==> src/design/licr_pkg.sv <==
package licr_pkg;
   localparam int          licr_addr_w     = 8;
   localparam int          licr_data_w     = 32;
   localparam logic [7:0]  licr_ictl3_addr = 8'h12;
   localparam logic [7:0]  licr_dcsel_addr = 8'h13;
   localparam logic [7:0]  licr_stat_addr  = 8'h14;
   localparam logic [7:0]  licr_ictl3_rst  = 8'h00;
   localparam logic [1:0]  licr_dcsel_rst  = 2'h0;
   localparam int          licr_full_bit   = 7;
   localparam int          licr_dial_bit   = 6;
   localparam int          licr_fjt_bit    = 5;
   localparam int          licr_drop_bit   = 4;
   localparam int          licr_offs_bit   = 2;
   localparam logic [31:0] licr_unmapped   = 32'h0000_0000;
   // DC termination target in hundredths of a volt, index {sel, off, drop}.
   typedef enum logic [1:0] {
      licr_mode_lv,
      licr_mode_japan,
      licr_mode_eu_na
   } licr_mode_t;
   typedef enum logic [1:0] {
      licr_idle,
      licr_answer
   } licr_state_t;
   localparam logic [9:0] licr_vdct_eu      = 10'h190;
   localparam logic [9:0] licr_vdct_eu_d    = 10'h15f;
   localparam logic [9:0] licr_vdct_jp      = 10'h13b;
   localparam logic [9:0] licr_vdct_jp_d    = 10'h11f;
   localparam logic [9:0] licr_vdct_lv      = 10'h109;
   localparam logic [9:0] licr_vdct_lv_d    = 10'h0f7;
   localparam logic [9:0] licr_vdct_eu_o    = 10'h0e9;
   localparam logic [9:0] licr_vdct_eu_od   = 10'h0dd;
   localparam logic [9:0] licr_vdct_jp_o    = 10'h0d2;
   localparam logic [9:0] licr_vdct_jp_od   = 10'h0c9;
   localparam logic [9:0] licr_vdct_lv_o    = 10'h0c2;
   localparam logic [9:0] licr_vdct_lv_od   = 10'h0bb;
endpackage

==> src/design/licr_vdct_rom.sv <==
`timescale 1ns/1ps
module licr_vdct_rom (
   input  wire logic       clk,
   input  wire logic       reset,
   input  wire logic [1:0] sel,
   input  wire logic       off,
   input  wire logic       drop,
   output logic      [9:0] vdct
);
   import licr_pkg::*;

   logic [9:0] next_vdct;

   always_comb begin
      next_vdct = licr_vdct_lv;
      if (sel[1]) begin
         case ({off, drop})
            2'h0:    next_vdct = licr_vdct_eu;
            2'h1:    next_vdct = licr_vdct_eu_d;
            2'h2:    next_vdct = licr_vdct_eu_o;
            default: next_vdct = licr_vdct_eu_od;
         endcase
      end else if (sel[0]) begin
         case ({off, drop})
            2'h0:    next_vdct = licr_vdct_jp;
            2'h1:    next_vdct = licr_vdct_jp_d;
            2'h2:    next_vdct = licr_vdct_jp_o;
            default: next_vdct = licr_vdct_jp_od;
         endcase
      end else begin
         case ({off, drop})
            2'h0:    next_vdct = licr_vdct_lv;
            2'h1:    next_vdct = licr_vdct_lv_d;
            2'h2:    next_vdct = licr_vdct_lv_o;
            default: next_vdct = licr_vdct_lv_od;
         endcase
      end
   end

   always_ff @(posedge clk or posedge reset) begin
      if (reset) begin
         vdct <= 10'h000;
      end else begin
         vdct <= next_vdct;
      end
   end
endmodule

==> src/design/licr_top.sv <==
`timescale 1ns/1ps
module licr_top (
   input  wire logic                            clk,
   input  wire logic                            reset,
   input  wire logic [licr_pkg::licr_addr_w-1:0] address,
   input  wire logic                            read,
   input  wire logic                            write,
   input  wire logic [licr_pkg::licr_data_w-1:0] writedata,
   input  wire logic [3:0]                       byteenable,
   output logic      [licr_pkg::licr_data_w-1:0] readdata,
   output logic                                  waitrequest,
   output logic                                  full_scale_high,
   output logic                                  dial_headroom,
   output logic                                  force_japan_termination,
   output logic                                  dc_level_drop,
   output logic      [1:0]                       dc_termination_select,
   output logic                                  japan_active,
   output logic      [9:0]                       dc_target_cv
);
   import licr_pkg::*;

   logic [7:0]  international_control_three;
   logic [1:0]  dc_sel_reg;
   licr_state_t state;
   logic        req;
   logic [1:0]  eff_sel;
   logic [9:0]  vdct;
   logic [31:0] next_readdata;

   function automatic logic hit(input logic [7:0] a, input logic [7:0] r);
      return a == r;
   endfunction

   assign req = read | write;

   // One wait cycle per access keeps the read path registered.
   always_ff @(posedge clk or posedge reset) begin
      if (reset) begin
         state       <= licr_idle;
         waitrequest <= 1'b1;
      end else begin
         case (state)
            licr_idle: begin
               if (req) begin
                  state       <= licr_answer;
                  waitrequest <= 1'b0;
               end
            end
            licr_answer: begin
               state       <= licr_idle;
               waitrequest <= 1'b1;
            end
            default: begin
               state       <= licr_idle;
               waitrequest <= 1'b1;
            end
         endcase
      end
   end

   always_ff @(posedge clk or posedge reset) begin
      if (reset) begin
         international_control_three <= licr_ictl3_rst;
         dc_sel_reg                  <= licr_dcsel_rst;
      end else if (state == licr_idle && write && byteenable[0]) begin
         if (hit(address, licr_ictl3_addr))
            international_control_three <= writedata[7:0];
         if (hit(address, licr_dcsel_addr))
            dc_sel_reg <= writedata[1:0];
      end
   end

   always_comb begin
      next_readdata = licr_unmapped;
      if (hit(address, licr_ictl3_addr))
         next_readdata = {24'h000000, international_control_three};
      else if (hit(address, licr_dcsel_addr))
         next_readdata = {30'h00000000, dc_sel_reg};
      else if (hit(address, licr_stat_addr))
         next_readdata = {22'h000000, vdct};
   end

   always_ff @(posedge clk or posedge reset) begin
      if (reset) begin
         readdata <= licr_unmapped;
      end else if (state == licr_idle && read) begin
         readdata <= next_readdata;
      end
   end

   // Force bit overrides the selector toward the Japanese characteristic.
   assign eff_sel = international_control_three[licr_fjt_bit] ?
                    2'(licr_mode_japan) : dc_sel_reg;

   licr_vdct_rom u_rom (
      .clk   (clk),
      .reset (reset),
      .sel   (eff_sel),
      .off   (international_control_three[licr_offs_bit]),
      .drop  (international_control_three[licr_drop_bit]),
      .vdct  (vdct)
   );

   always_ff @(posedge clk or posedge reset) begin
      if (reset) begin
         full_scale_high         <= 1'b0;
         dial_headroom           <= 1'b0;
         force_japan_termination <= 1'b0;
         dc_level_drop           <= 1'b0;
         dc_termination_select   <= 2'h0;
         japan_active            <= 1'b0;
         dc_target_cv            <= 10'h000;
      end else begin
         full_scale_high <= international_control_three[licr_full_bit];
         dial_headroom   <= international_control_three[licr_dial_bit];
         force_japan_termination <=
            international_control_three[licr_fjt_bit];
         dc_level_drop   <= international_control_three[licr_drop_bit];
         dc_termination_select <= eff_sel;
         japan_active    <= (eff_sel == 2'(licr_mode_japan));
         dc_target_cv    <= vdct;
      end
   end
endmodule

==> config.mk <==
export PLATFORM = sky130hd
export DESIGN_NAME = licr_top
export DESIGN_NICKNAME = d
export VERILOG_FILES = /design/src/design/licr_pkg.sv /design/src/design/licr_vdct_rom.sv /design/src/design/licr_top.sv
export SDC_FILE = /design/constraint.sdc
export NUM_CORES = 1
export LEC_CHECK = 0
export ABC_AREA = 1
export BUFFER_PORTS_ARGS = -buffer_cell sky130_fd_sc_hd__buf_4
export CORE_MARGIN = 4
export CORE_UTILIZATION = 33
export DETAILED_ROUTE_END_ITERATION = 6
export GPL_ROUTABILITY_DRIVEN = 0
export SLEW_MARGIN = 20
export SYNTH_ARGS = -nofsm -noshare
export SYNTH_HDL_FRONTEND = slang
export SYNTH_SLANG_ARGS = --single-unit
==> constraint.sdc <==
create_clock -name clk -period 1.9 [get_ports clk]
set_input_delay 0.57 -clock clk [delete_from_list [all_inputs] [get_ports clk]]
set_output_delay 0.57 -clock clk [all_outputs]
set_load 0.02 [all_outputs]
== Word-level counts from Yosys, hierarchy flattened ==
Cells that the tools add are included.

* $lt $le $gt $ge: 0
* Multipliers: 0
* Shift-type cells: 0
* Divide/modulo/power cells: 0
* Reductions and logical operators: 7
* Multiplexer cells: 13
* Bitwise logic cells: 1
* Add/subtract/negate cells: 0
* Equality and inequality tests: 7

{| class="wikitable"
|+ Operators by type and width
! operator !! number
|-
| $pmux 9 s3 || 3
|-
| $mux 10 || 5
|-
| $eq 8x5->1 const B || 3
|-
| $mux 2 || 3
|-
| $eq 2x1->1 const B || 2
|-
| $logic_not 2->1 || 2
|-
| $reduce_and 2->1 || 2
|-
| $logic_and 1x1->1 || 3
|-
| $eq 2x2->1 const B || 1
|-
| $mux 1 || 2
|-
| $ne 2x2->1 const B || 1
|-
| $or 1x1->1 || 1
|}

* Logic and storage cells: 41
* Flip-flop bits (word level): 72
* Output and inout port bits: 50
* Memory bits (read-only): 0
* Memories: 0
* Bits in writable memories: 0
* Input bits: 48
* Latch bits: 0

== Longest topological paths before layout ==
* Depth in word-level cells: 4
* Depth in mapped cells: 8
* Gate-level depth less buffers: 8

== Modules after synthesis ==
A second synthesis with hierarchy kept.

* Cells, all modules: 248
* Area total of the unflattened synthesis: 2259.7 um2

{| class="wikitable"
|+ Modules (own cells, without submodules)
! module !! cells an instance !! sequential area each (um2) !! instances !! area an instance (um2)
|-
| licr_top || 191 || 977.2 || 1 || 1770.4
|-
| licr_vdct_rom || 57 || 225.2 || 1 || 489.2
|}

== Least setup slack after synthesis ==
Ideal clock, no wire load.

* Kind: input -> register
* Start point: in address[0] (netlist bit)
* End point: reg international_control_three[6]
* Data required time: 1.783 ns
* Path buffers: 1
* Stages: 7
* Library setup time: 0.117 ns
* Setup slack: 0.541 ns
* Arrival: 1.242 ns
* Path through: inv_1 nand2_2 nor2_8 nand3_4 buf_6 nand2_1 o21ai_2

* Word-level cells in the longest chain between the ends: 2

{| class="wikitable"
|+ RTL lines
! what !! RTL line !! RTL
|-
| from (decl) || licr_top.sv:5 || <nowiki>input wire logic [licr_pkg::licr_addr_w-1:0] address,</nowiki>
|-
| $eq 8x5->1 || licr_top.sv:31 || <nowiki>return a == r;</nowiki>
|-
| $reduce_and 2->1 (no line) || -- ||
|-
| to (signal assigned) || licr_top.sv:63 || <nowiki>international_control_three <= licr_ictl3_rst;</nowiki>
|-
| to (signal assigned) || licr_top.sv:67 || <nowiki>international_control_three <= writedata[7:0];</nowiki>
|-
| to (decl) || licr_top.sv:22 || <nowiki>logic [7:0] international_control_three;</nowiki>
|}

No other way between the ends.
A chain may end at the register's enable or synchronous reset.

== Final worst setup path ==
* Start point: reg waitrequest
* End point: out waitrequest

{| class="wikitable"
|+ RTL lines
! what !! RTL line !! RTL
|-
| from (decl) || licr_top.sv:11 || <nowiki>output logic waitrequest,</nowiki>
|-
| from (signal assigned) || licr_top.sv:40 || <nowiki>waitrequest <= 1'b1;</nowiki>
|-
| from (signal assigned) || licr_top.sv:46 || <nowiki>waitrequest <= 1'b0;</nowiki>
|-
| from (signal assigned) || licr_top.sv:51 || <nowiki>waitrequest <= 1'b1;</nowiki>
|}

No word-level cell between the ends.

==> metrics.csv <==
metric,value,unit
crit_path_max_fanout,2,
use_met3,0.0267,
numCtsBuffers,5,
seq_area,0.00115,sq mm
fin_setup_tns,0,ns
rsz0062_at_grt,no,
fin_nets,337,
max_freq,650,MHz
die_x,89.3,um
leakagePower,0.00139,uW
cp_data_required_time,1.33,ns
crit_family,flip-flops,
io_pins,98,
vias_per_cell,4.16,
drc,0,
wire_per_inst,11.1,um
yosysWarningCount,0,
final_cells,360,
first_pass_iters,4,
syn_area_per_cell,9.52,sq um
status,"complete, no violations",
syn_to_final_growth,21.5,%
post-place-cells,352,
cap_violations,0,
slew_viol_final,0,
relSlewSlack,0.570,
synthesis.area,0.00218,sq mm
postRouteAntennaNets,0,
post_route_cells_drive_above_1_share,0.300,
antenna_found_initial,0,
cts_resized,0,
synth_seq_cells,46,
setup_violations,0,
ctsHoldBuffers,0,
num_antenna_cells,0,
grt_max_degree,18,
min_period,1.54,ns
grt_pass1_vias,1455,
ir_drop,0.000310,V
dpl.hpwl,3200,um
clock_latency,0.30,ns
cp-end-kind,output port,
utilization,0.415,
slowest_stage,dfstp_2,
tritoncts,done,
tightest_slew,0.642,ns
hold_class,input pin to async pin,
core_region_area,0.00639,sq mm
cts-root-buf,clkbuf_8,
synth_cells,229,
max_stage_delay,0.54,ns
gr-max-usage-layer,met2,
synth_top_area_frac,0.517,
yosysTopAreaCell,dfrtp_1,
rows,29,
period_share,0.810,
clock_skew,0.00553,ns
cts_setup_buffers,0,
io_buffers,46,
grt_usage,0.107,
dieHeight,89.3,um
grt_util_met1,0.136,
final-hold-violation-count,0,
htreeDepth,2,
crit_buf_inv,1,
multi_input_area,795,sq um
synth_cell_types,23,
critPathLaunchType,flop,
dieArea,0.00797,sq mm
numClockSinks,46,
dp_slack,0.293,ns
start_util,0.341,
fill_cells,642,
grt_pass1_wl,6470,um
p_per_area,699,mW/mm^2
ys_top_cells_by_area,"dfrtp_1, buf_4, nand2_1",
cts_buffer_depth,2,
grt-ovfl-total,0,
worst_hold_slack,0.276,ns
layout_top_registers,"dc_target_cv: 9 flops, readdata: 9 flops, u_rom.vdct: 9 flops",
crit_arrival,0.97,ns
grt.met2_usage,0.167,
ys_seq_area_frac,0.529,
drt_iter0_markers,97,
finalWorstSetupSlack,0.362,ns
crit_chain,buf_4,
routed_wl,3980,um
num_vias,1496,
cts.clk_slew.worst_paths,0.08,ns
crit_type,flop to output port,
## cells by family (layout without fill, tap and decap cells)
family	Yosys count	after routing	share of synthesized area
compound gates	28	28	0.0821
fa+ha+maj	7	7	0.0402
buf+inv	57	88	0.146
flops	46	46	0.529
other cells	1	24	0.00172
simple gates	90	90	0.201
## cells in the final DEF (no fill, tap or decap), types with 2 or more instances in the layout
cell type  count
inv_2          8
dfrtp_1       45
nor2_8         2
nor2_4         2
nand2_2        4
o21ai_2        5
clkbuf_8       6
nand3_1       19
o21ai_1        8
conb_1        24
nor2_1        13
buf_12         2
ha_1           7
a21oi_2        3
nor2_2         2
o21ai_0        2
buf_4         47
a21oi_1        7
nand2_1       47
o211ai_1       2
inv_1         22
## where the power goes
part	switching [uW]	internal, uW
registers	15.4	1010
logic	142	72.9
clock network	321	292
## stage by stage
step	power, uW	instance area [sq um]
final	1850	2650
after CTS	1870	2650
after detailed placement	1260	2550
after floorplan	1210	2270
after global routing	1930	2650
after global placement	1260	2550
## path summary, 6_finish.rpt
check	end	cells after the start	slack, ns	startpoint
setup / recovery	waitrequest	1	0.36	waitrequest
hold / removal	readdata[5]	2	0.28	reset
setup reg to reg	u_rom.vdct[7]	6	0.53	international_control_three[4]
hold reg to reg	dc_target_cv[3]	0	0.38	u_rom.vdct[3]
max in group asynchronous	waitrequest	3	1.10	reset
min in group clk	dc_target_cv[3]	0	0.38	u_rom.vdct[3]
## cell usage after synthesis
| master | count |
|---|---|
| nor2_8 | 2 |
| inv_1 | 23 |
| o221ai_1 | 1 |
| nor2_1 | 13 |
| a21oi_2 | 3 |
| nand2_1 | 47 |
| buf_4 | 24 |
| nor2_4 | 2 |
| dfrtp_1 | 45 |
| o21ai_2 | 5 |
| ha_1 | 7 |
| dfstp_2 | 1 |
| nand3_1 | 19 |
| nor2_2 | 2 |
| nand3_4 | 1 |
| a21oi_1 | 7 |
| conb_1 | 1 |
| o211ai_1 | 2 |
| inv_2 | 8 |
| nand2_2 | 4 |
| buf_6 | 2 |
| o21ai_1 | 8 |
| o21ai_0 | 2 |
## layer usage
layer	vias to the layer above	part of all wire
met5	-	0
met4	0	0.023
met3	6	0.076
met2	41	0.45
met1	676	0.45
li1	773	-
## worst reg2reg max path: stages, from the launching register on
cell and delay [ns]:
dfrtp_1 0.43, inv_1 0.21, ha_1 0.18, inv_1 0.05, a21oi_1 0.20, nor2_1 0.07
a21oi_1 0.14
## layout make-up
class | count | area share
timing repair buffer | 49 | 0.148
tap | 77 | 0.0364
sequential | 46 | 0.435
clock buffer | 6 | 0.0312
clock inverter | 2 | 0.00473
inverter | 31 | 0.0440
multi-input combinational | 149 | 0.300
No activity file was read; power rests on OpenSTA's default activity.
